`src/rtl/sar_readout_pkg.sv`:
```
// Constants, encodings and timing figures for the serial readout of the
// successive-approximation converter family (12-, 10- and 8-bit variants).
// Assumes a single core clock of 250 MHz; serial pins are sampled on it.
package sar_readout_pkg;

    // Result and frame geometry.
    localparam int RESULT_W = 12;
    localparam int FRAME_W = 16;
    localparam int FIFO_DEPTH = 8;

    // Serial clock falling-edge counts within one frame.
    localparam logic [4:0] FRAME_CLKS = 5'h10;
    localparam logic [4:0] LOAD_EDGE = 5'h04;
    localparam logic [4:0] PD_FIRST_EDGE = 5'h02;
    localparam logic [4:0] PD_LAST_EDGE = 5'h0a;
    localparam logic [4:0] CONV_LEN_12 = 5'h10;
    localparam logic [4:0] CONV_LEN_10 = 5'h0e;
    localparam logic [4:0] CONV_LEN_8 = 5'h0c;
    localparam logic [4:0] TRACK_AFTER_12 = 5'h0d;
    localparam logic [4:0] TRACK_AFTER_10 = 5'h0d;
    localparam logic [4:0] TRACK_AFTER_8 = 5'h0b;

    // Variant strap encodings on the select pins.
    localparam logic [1:0] SEL_12 = 2'h0;
    localparam logic [1:0] SEL_10 = 2'h1;
    localparam logic [1:0] SEL_8 = 2'h2;

    // Host-side timing, kept here so the bench host model can pace its frames.
    localparam int CLK_MHZ = 250;
    localparam int ACQ_NS = 225;
    localparam int QUIET_NS = 50;
    localparam int ACQ_CYCLES = (ACQ_NS * CLK_MHZ + 999) / 1000;
    localparam int QUIET_CYCLES = (QUIET_NS * CLK_MHZ + 999) / 1000;

    typedef enum logic [1:0] {VAR_12, VAR_10, VAR_8} variant_type;
    typedef enum logic {ST_IDLE, ST_FRAME} frame_state_type;

endpackage : sar_readout_pkg

```
`src/rtl/result_stream_if.sv`:
```
// Valid/ready word stream between the readout top and its result FIFO.
// Assumes both ends sit on the same core clock.
`timescale 1ns/10ps
`default_nettype none

interface result_stream_if #(parameter int WIDTH = 12);
    logic valid;
    logic ready;
    logic [WIDTH-1:0] data;

    modport producer (output valid, output data, input ready);
    modport consumer (input valid, input data, output ready);
endinterface : result_stream_if

`default_nettype wire

```
`src/rtl/result_fifo.sv`:
```
// Flip-flop FIFO holding conversion results until the serial frame needs them.
// Assumes a power-of-two depth and one clock for both sides.
`timescale 1ns/10ps
`default_nettype none

module result_fifo #(
    parameter int WIDTH = 12,
    parameter int DEPTH = 8
) (
    // Clock and reset.
    input wire logic core_clk,
    input wire logic rstn,
    // Fill and drain streams.
    result_stream_if.consumer fill,
    result_stream_if.producer drain
);
    localparam int AW = $clog2(DEPTH);

    logic [WIDTH-1:0] mem [DEPTH];
    logic [AW-1:0] wr_ptr;
    logic [AW-1:0] rd_ptr;
    logic [AW:0] count;

    wire push = fill.valid & fill.ready;
    wire pop = drain.valid & drain.ready;

    assign fill.ready = (count != (AW+1)'(DEPTH));
    assign drain.valid = (count != '0);
    assign drain.data = mem[rd_ptr];

    genvar i;
    generate
        for (i = 0; i < DEPTH; i++) begin : g_entry
            always_ff @(posedge core_clk or negedge rstn) begin
                if (!rstn) begin
                    mem[i] <= '0;
                end else if (push && wr_ptr == AW'(i)) begin
                    mem[i] <= fill.data;
                end
            end
        end
    endgenerate

    always_ff @(posedge core_clk or negedge rstn) begin
        if (!rstn) begin
            wr_ptr <= '0;
            rd_ptr <= '0;
            count <= '0;
        end else begin
            if (push) wr_ptr <= wr_ptr + AW'(1);
            if (pop) rd_ptr <= rd_ptr + AW'(1);
            if (push && !pop) count <= count + (AW+1)'(1);
            else if (pop && !push) count <= count - (AW+1)'(1);
        end
    end

endmodule : result_fifo

`default_nettype wire

```
`src/rtl/sar_adc_serial_readout.sv`:
```
// Serial readout and conversion sequencing of a SAR converter family.
// Assumes the host drives chip select and serial clock asynchronously to
// core_clk, slow enough that every serial edge spans several core clocks.
// Results arrive from the converter core over a valid/ready stream.
// Limitation: a strap change in mid-frame takes effect at once, so the
// straps are meant to stay put while a frame is open.
// Function
// RULE_01: Chip-select fall holds, samples, starts, drives output.
// RULE_02: Serial clock edges pace conversion and shifting.
// RULE_03: Twelve-bit frame takes sixteen serial clocks.
// RULE_04: Twelve-bit tracks at rise after thirteenth fall.
// RULE_05: Twelve-bit output released on sixteenth fall.
// RULE_06: Twelve-bit early chip-select rise aborts, releases.
// RULE_07: Ten-bit conversion takes fourteen serial clocks.
// RULE_08: Ten-bit tracks at rise after thirteenth fall.
// RULE_09: Ten-bit early chip-select rise aborts, releases.
// RULE_10: Ten/eight-bit output released on sixteenth fall.
// RULE_11: Pad sixteen-clock frames with trailing zeros.
// RULE_12: Eight-bit conversion takes twelve serial clocks.
// RULE_13: Eight-bit tracks at rise after eleventh fall.
// RULE_14: Eight-bit early chip-select rise aborts, releases.
// RULE_15: Chip-select fall drives first zero, falls shift.
// RULE_16: Last twelve-bit bit shifted on fifteenth fall.
// RULE_17: Slow host may capture on rising edges.
// RULE_18: Late chip-select fall still shows first zero.
// RULE_19: Host may end eight-bit frame at twelfth rise; the code counts a rise before the twelfth fall as an abort.
// RULE_20: Host keeps acquisition and quiet times.
// RULE_21: Host requests power-down with short frame.
// RULE_22: Host spaces frames by whole serial periods.
// RULE_23: Rise between second and tenth fall powers down.
// RULE_24: Wake by holding select past tenth fall.
// RULE_25: Result shifted most significant bit first.
`timescale 1ns/10ps
`default_nettype none

module sar_adc_serial_readout (
    // Clock and reset.
    input wire logic core_clk,
    input wire logic rstn,
    // Serial pins from and to the host.
    input wire logic cs_n,
    input wire logic sclk,
    output logic serial_result_out,
    output logic serial_result_oe,
    // Variant strap pins.
    input wire logic [1:0] variant_sel,
    // Converter core control.
    output logic track_hold_hold,
    output logic conv_start,
    output logic conv_step,
    output logic conv_abort,
    // Results from the converter core.
    input wire logic [sar_readout_pkg::RESULT_W-1:0] result_data,
    input wire logic result_valid,
    output logic result_ready,
    // Status.
    output logic power_down,
    output logic fully_powered,
    output logic frame_active
);
    import sar_readout_pkg::*;

    // The stream carriers come first, as the shifter and the ready output
    // below both read them.
    result_stream_if #(.WIDTH(RESULT_W)) fill_if ();
    result_stream_if #(.WIDTH(RESULT_W)) drain_if ();

    // Pin synchronisers: stage 0 is read only by stage 1; stage 2 is the
    // previous settled value used for edge detection.
    // Reset values equal the idle pin levels, so no false edge follows reset.
    logic [2:0] cs_pipe;
    logic [2:0] sclk_pipe;
    logic [1:0] sel_meta;
    logic [1:0] sel_sync;

    always_ff @(posedge core_clk or negedge rstn) begin
        if (!rstn) begin
            cs_pipe <= 3'h7;
            sclk_pipe <= 3'h0;
            sel_meta <= SEL_12;
            sel_sync <= SEL_12;
        end else begin
            cs_pipe <= {cs_pipe[1:0], cs_n};
            sclk_pipe <= {sclk_pipe[1:0], sclk};
            sel_meta <= variant_sel;
            sel_sync <= sel_meta;
        end
    end

    // A serial edge is seen three core clocks after the pin moves; the host
    // must hold each serial phase longer than that.
    wire cs_fall = cs_pipe[2] & ~cs_pipe[1];
    wire cs_rise = ~cs_pipe[2] & cs_pipe[1];
    wire sclk_fall = sclk_pipe[2] & ~sclk_pipe[1];
    wire sclk_rise = ~sclk_pipe[2] & sclk_pipe[1];

    // Variant decode; unused encodings fall back to the 12-bit behaviour.
    variant_type variant;
    assign variant = (sel_sync == SEL_10) ? VAR_10 :
                     (sel_sync == SEL_8) ? VAR_8 : VAR_12;

    // RULE_03 conversion length select.
    // RULE_07 conversion length select.
    // RULE_12 conversion length select.
    wire [4:0] conv_len = (variant == VAR_10) ? CONV_LEN_10 :
                          (variant == VAR_8) ? CONV_LEN_8 : CONV_LEN_12;
    // Track resumes at the first serial rise after this many falls.
    wire [4:0] track_edge = (variant == VAR_10) ? TRACK_AFTER_10 :
                            (variant == VAR_8) ? TRACK_AFTER_8 : TRACK_AFTER_12;

    // Frame state and counters.
    // The frame word holds the whole loaded result word; the count holds the falls seen.
    frame_state_type state;
    logic [4:0] fall_cnt;
    logic [FRAME_W-1:0] frame_word;
    logic warming;

    wire in_frame = (state == ST_FRAME);
    wire start = cs_fall & ~in_frame;
    wire frame_end = in_frame & cs_rise;
    // RULE_02 steps only on serial falls.
    wire step = in_frame & sclk_fall & ~cs_rise;
    // The count saturates at the frame length so that a host sending extra
    // clocks cannot wrap it back into the result bits.
    wire cnt_sat = (fall_cnt == FRAME_CLKS);
    wire [4:0] next_cnt = cnt_sat ? fall_cnt : fall_cnt + 5'h01;
    // The result is fetched on the fourth fall, just as its first bit is due,
    // which leaves the core the whole leading-zero time to deliver it.
    wire load_now = step & (next_cnt == LOAD_EDGE);

    // RULE_11 trailing zero padding.
    // RULE_25 most significant first.
    // Shorter results sit just below the four leading zeros and are padded
    // with trailing zeros up to sixteen bits.
    logic [FRAME_W-1:0] formatted;
    always_comb begin
        formatted = '0;
        // An empty FIFO yields an all-zero result rather than stale data.
        if (drain_if.valid) begin
            case (variant)
                VAR_12: formatted = {4'h0, drain_if.data};
                VAR_10: formatted = {4'h0, drain_if.data[9:0], 2'h0};
                VAR_8: formatted = {4'h0, drain_if.data[7:0], 4'h0};
                default: formatted = '0;
            endcase
        end
    end

    wire [FRAME_W-1:0] word_sel = load_now ? formatted : frame_word;
    // Bit 15-n of the frame word goes out on fall n, most significant first.
    wire [3:0] bit_idx = 4'(FRAME_W - 1) - next_cnt[3:0];
    wire next_bit = word_sel[bit_idx];

    // RULE_05 release on sixteenth fall.
    // RULE_10 release on sixteenth fall.
    wire end_drive = step & (next_cnt == FRAME_CLKS);
    // A chip-select rise counts as a normal end once the variant's
    // conversion length has been clocked; earlier it cuts the conversion.
    wire complete = (fall_cnt >= conv_len);
    wire abort = frame_end & ~complete;
    // The window is judged on falls already counted, so a rise before the
    // second fall is taken as a glitch and leaves the power state alone.
    // RULE_23 power-down window.
    wire pd_window = (fall_cnt >= PD_FIRST_EDGE) && (fall_cnt < PD_LAST_EDGE);
    wire enter_pd = frame_end & pd_window;
    // RULE_24 wake past tenth fall.
    wire wake_clear = power_down & step & (next_cnt == PD_LAST_EDGE);
    // Warming marks the dummy frame that follows power-down.
    wire wake_done = warming & step & (next_cnt == FRAME_CLKS);
    // After power-down the sample stage returns to track at the first serial
    // edge of the dummy frame, whichever direction it is.
    // RULE_04 track after count.
    // RULE_08 track after count.
    // RULE_13 track after count.
    wire track_now = in_frame & ~cs_rise &
                     ((sclk_rise & (fall_cnt >= track_edge)) |
                      (warming & (sclk_rise | sclk_fall)));

    // The core sees ready for as long as the FIFO has room.
    assign result_ready = fill_if.ready;

    // The frame state follows the synchronised chip select only; serial
    // clocks seen while idle are ignored, which keeps a free-running host
    // clock harmless.
    always_ff @(posedge core_clk or negedge rstn) begin
        if (!rstn) begin
            state <= ST_IDLE;
            fall_cnt <= '0;
        end else begin
            case (state)
                ST_IDLE: begin
                    if (start) begin
                        state <= ST_FRAME;
                        fall_cnt <= '0;
                    end
                end
                ST_FRAME: begin
                    if (cs_rise) state <= ST_IDLE;
                    else if (step) fall_cnt <= next_cnt;
                end
                default: state <= ST_IDLE;
            endcase
        end
    end

    // Output shifter and driver enable.
    // A cut frame takes priority over a shift, so a serial fall that meets
    // the chip-select rise never drives a stale bit.
    always_ff @(posedge core_clk or negedge rstn) begin
        if (!rstn) begin
            frame_word <= '0;
            serial_result_out <= 1'b0;
            serial_result_oe <= 1'b0;
        end else if (start) begin
            // RULE_01 drive on chip-select fall.
            // RULE_15 first leading zero.
            // RULE_18 zero valid immediately.
            frame_word <= '0;
            serial_result_out <= 1'b0;
            serial_result_oe <= 1'b1;
        end else if (frame_end) begin
            // RULE_06 abort releases output.
            // RULE_09 abort releases output.
            // RULE_14 abort releases output.
            serial_result_oe <= 1'b0;
        end else if (end_drive) begin
            serial_result_oe <= 1'b0;
        end else if (step) begin
            // RULE_16 shift on each fall.
            frame_word <= word_sel;
            serial_result_out <= next_bit;
        end
    end

    // Track/hold, power state and core strobes.
    always_ff @(posedge core_clk or negedge rstn) begin
        if (!rstn) begin
            track_hold_hold <= 1'b0;
        end else if (start) begin
            // RULE_01 hold and sample.
            track_hold_hold <= 1'b1;
        end else if (frame_end) begin
            // A sleeping converter keeps its sample stage in hold.
            // A normal end leaves it tracking for the next acquisition.
            track_hold_hold <= enter_pd | (power_down & ~wake_clear);
        end else if (track_now) begin
            track_hold_hold <= 1'b0;
        end
    end

    // Power-down is entered only at a frame end and left only on a counted
    // fall, never on a bare chip-select edge, to ride out select glitches.
    always_ff @(posedge core_clk or negedge rstn) begin
        if (!rstn) begin
            power_down <= 1'b0;
            warming <= 1'b0;
        end else begin
            // RULE_23 enter power-down.
            if (enter_pd) power_down <= 1'b1;
            else if (wake_clear) power_down <= 1'b0;
            if (start && power_down) warming <= 1'b1;
            else if (wake_done || frame_end) warming <= 1'b0;
        end
    end

    // Core strobes are registered copies of the internal events and lag
    // them by one core clock; fully_powered lags power_down and warming the same way.
    always_ff @(posedge core_clk or negedge rstn) begin
        if (!rstn) begin
            conv_start <= 1'b0;
            conv_step <= 1'b0;
            conv_abort <= 1'b0;
            fully_powered <= 1'b1;
            frame_active <= 1'b0;
        end else begin
            conv_start <= start;
            conv_step <= step;
            conv_abort <= abort;
            fully_powered <= ~power_down & ~warming;
            frame_active <= in_frame;
        end
    end

    // Result buffering between the converter core and the shifter.
    // The core may run ahead of the host by up to the FIFO depth; beyond
    // that the ready output holds it off rather than losing a word.
    assign fill_if.valid = result_valid;
    assign fill_if.data = result_data;
    assign drain_if.ready = load_now;

    result_fifo #(
        .WIDTH(RESULT_W),
        .DEPTH(FIFO_DEPTH)
    ) u_result_fifo (
        .core_clk(core_clk),
        .rstn(rstn),
        .fill(fill_if.consumer),
        .drain(drain_if.producer)
    );

endmodule : sar_adc_serial_readout

`default_nettype wire

```
`config.mk`:
```
export PLATFORM = sky130hd
export DESIGN_NAME = sar_adc_serial_readout
export DESIGN_NICKNAME = d
export VERILOG_FILES = /design/src/rtl/sar_readout_pkg.sv /design/src/rtl/result_stream_if.sv /design/src/rtl/result_fifo.sv /design/src/rtl/sar_adc_serial_readout.sv
export SDC_FILE = /design/constraint.sdc
export NUM_CORES = 1
export LEC_CHECK = 0
export BUFFER_PORTS_ARGS = -buffer_cell sky130_fd_sc_hd__buf_2
export CAP_MARGIN = 5
export CORE_ASPECT_RATIO = 0.75
export CORE_MARGIN = 1.5
export CORE_UTILIZATION = 45
export CTS_CLUSTER_SIZE = 30
export DETAILED_ROUTE_END_ITERATION = 16
export GPL_TIMING_DRIVEN = 0
export HOLD_SLACK_MARGIN = 0.12
export SYNTH_ARGS = -nofsm -noshare
export SYNTH_HDL_FRONTEND = slang
export SYNTH_HIERARCHICAL = 1
export SYNTH_SLANG_ARGS = --single-unit
```
`constraint.sdc`:
```
create_clock -name core_clk -period 4.8 [get_ports core_clk]
set_input_delay 0.48 -clock core_clk [delete_from_list [all_inputs] [get_ports core_clk]]
set_output_delay 0.48 -clock core_clk [all_outputs]
set_load 0.02 [all_outputs]
```
==> run summary <==
Wirelength per Cell - 19.5 microns
I/O pin cnt - 29
Final Hold Viols - 0
drt first pass iters - 6
worst-path maximum fanout - 10
Post-Synthesis Cells - 529
CP Data Arrival Time - 4230 ps
Final setup viols - 0
minimum clock period - 3940 ps
die height - 114 microns
max-slew violations - 0
Final GP Congestion - 0.818
Die W - 151 microns
Tcrit/Tclk final - 82.0%
Max Cap Viol - 0
Warnings, synthesis - 6
die area - 17200 sq um
commonest non-fill, non-tap cell in the layout - dfrtp_1
gr busiest metal - met1
Syn Nets - 573
Max Buffers Root-to-Sink - 2
via count - 4524
post-route setup slack - 863 ps
top cells by area, synth - dfrtp_1 49%, mux2_2 11%, mux2_4 8.1%, mux4_2 7.3%, ha_1 4.1%
Synth Area per Inst - 13.9 sq um
CTS tree - built
Post-Synth Adder-Cell Area - 4.34%
Critical Path End Type - flip-flop
final wirelength - 15.6 mm
Crit Path Class - reg -> reg
Clock Skew - 6.17 ps
vias in the first global route - 4641
clk_lat worst skew - 420 ps
mapped cell area - 7380 sq um
Synth cell types - 59
synthesis-to-layout area growth - 13.5%
diode count - 0
Util after Layout - 52.3%
Peak VDD IR - 263 uV
largest net degree at the start of global routing - 103
Fmax achieved - 254 MHz
Initial Utilization - 46.1%
M2 GR Usage - 28.4%
CTS Root Cell - clkbuf_16
post-route ant nets - 0
largest family of logic cells by synthesized area - multiplexers
top_reg_cell synth - dfrtp_1
xor and xnor area share after synthesis - 1.41%
PwrDens - 583 nW/um^2
mux cell area share after synthesis - 27.1%
Synth async-reset ratio - 100%
Residual DRC - 0
status - complete, no violations
RSZ-0062 raised after global routing - false
worst slew pin tran - 873 ps
Compound-Gate Fraction of Synth Area - 6.83%
most frequent cells in the layout - 144 x dfrtp_1, 70 x mux2_2, 40 x mux2_4, 37 x buf_2, 26 x nand2_1
setup TNS - 0 ps
initial antenna violation count - 0
total track usage - 19.9%
Site Rows - 40
GR met1 Demand/Resource - 30.5%
Hold Path Class - in -> reg
leading area contributor after synthesis - dfrtp_1
CTS H-tree lvls - 4
drt initial violations - 460
grt total ovfl - 0
met3 Use GR - 4.84%
Post-synth EDFFs - 0
CP required - 5090 ps
simple-gate portion of the synthesized area - 6.97%
Synth top area share - 48.8%
DP HPWL - 10.7 mm
first-pass GRT wire length - 25.7 mm
Reg2Reg Depth - 12
CORE AREA - 16000 sq um
Hold WS - 152 ps
post-cts resize count - 0
#FFs+latches synth - 148
routed vias/inst - 5.66
PortBufs - 27
Max-slew headroom - 41.8%
Inserted Clock Buffers - 17
pre-CTS setup slack - 931 ps
Setup crit start kind - flip-flop
layout cells sized above 1 - 38.8%
Final #Nets - 621
Hold Path Depth - 1
Clock Sinks - 148
leakage - 3.67 nW
clk slew on worst S/H paths - 60 ps
register area share after synthesis - 50.3%
==> final timing paths <==
| path | start | end | slack (ps) |
|---|---|---|---|
| worst max-delay path | fall_cnt[1] | u_result_fifo/count[3] | 860 |
| min in group asynchronous | rstn | u_result_fifo/mem[10] | 550 |
| max in group asynchronous | rstn | conv_step | 3390 |
| worst min register to register | sclk_pipe[0] | sclk_pipe[1] | 350 |
| worst min-delay path | cs_n | cs_pipe[0] | 150 |
| worst max register to register | fall_cnt[1] | u_result_fifo/count[3] | 860 |
==> repair_timing <==
item	CTS	global route
hold buffers	1	0
endpoints found under the hold margin	42	0
setup buffers	0	0
==> synthesized netlist by cell type (3+ instances only) <==
cell / n
a21boi_0: 3
a21o_1: 5
a21oi_1: 7
a222oi_1: 8
a22oi_1: 3
and2_1: 4
buf_2: 11
buf_6: 5
clkbuf_1: 10
dfrtp_1: 144
dfstp_2: 4
ha_1: 24
inv_1: 16
mux2_2: 70
mux2_4: 40
mux2i_1: 7
mux4_2: 24
nand2_1: 26
nand2b_1: 4
nand3_1: 9
nand3b_1: 3
nor2_1: 14
nor2b_1: 4
nor3_1: 6
o211ai_1: 4
o21ai_0: 18
o31ai_1: 5
or3_1: 5
xnor2_1: 7
xor2_1: 3
==> kinds of logic after synthesis <==
| family | Yosys count |
|---|---|
| flops | 148 |
| mux | 141 |
| simple gates | 89 |
| compound gates | 70 |
| buf+inv | 45 |
| fa+ha+maj | 25 |
| xor+xnor | 11 |
==> metal layers <==
metal | wire [microns] | vias to the layer above
met5 | 0 | -
met4 | 134 | 0
met3 | 510 | 15
met2 | 6840 | 76
met1 | 8140 | 2374
li1 | - | 2059
==> per-stage QoR <==
stage | instances | instance area (sq um) | power (mW)
floorplan | 529 | 7380 | 3.24
global placement | 766 | 7780 | 3.57
detailed placement | 767 | 7810 | 3.65
CTS | 800 | 8380 | 4.92
global route | 800 | 8380 | 5.18
finish | 800 | 8380 | 4.88
==> state kept, by name, summed over array words and instances (netlist names), 2 cells and up <==
name and flops:
cs_pipe 3, fall_cnt 5, frame_word 16, sclk_pipe 3, sel_meta 2, sel_sync 2, u_result_fifo/count 4, u_result_fifo/mem 96
u_result_fifo/rd_ptr 3, u_result_fifo/wr_ptr 3
==> layout make-up <==
class	instances	area [sq um]
inverter	17	63.8
timing repair buffer	29	179
sequential	148	3710
fill	1351	7640
tap	210	263
clock buffer	21	480
clock inverter	11	76.3
buffer	28	164
multi-input combinational	336	3440
==> power by group <==
part           switching, mW  internal, mW
Combinational          0.675         0.953
Clock                  0.521         0.715
Sequential             0.287          1.73
Total                   1.48          3.40
==> critical path, cell delays in order, from the launching register on <==
cell and delay [ps]:
dfrtp_1 530, inv_1 160, ha_1 290, clkbuf_1 250, or3_1 550, nor3_4 320, nand2_1 200, ha_1 300
inv_1 150, ha_1 300, or4_1 520, o211ai_1 120, o211ai_1 120
No activity file was read; power rests on OpenSTA's default activity.
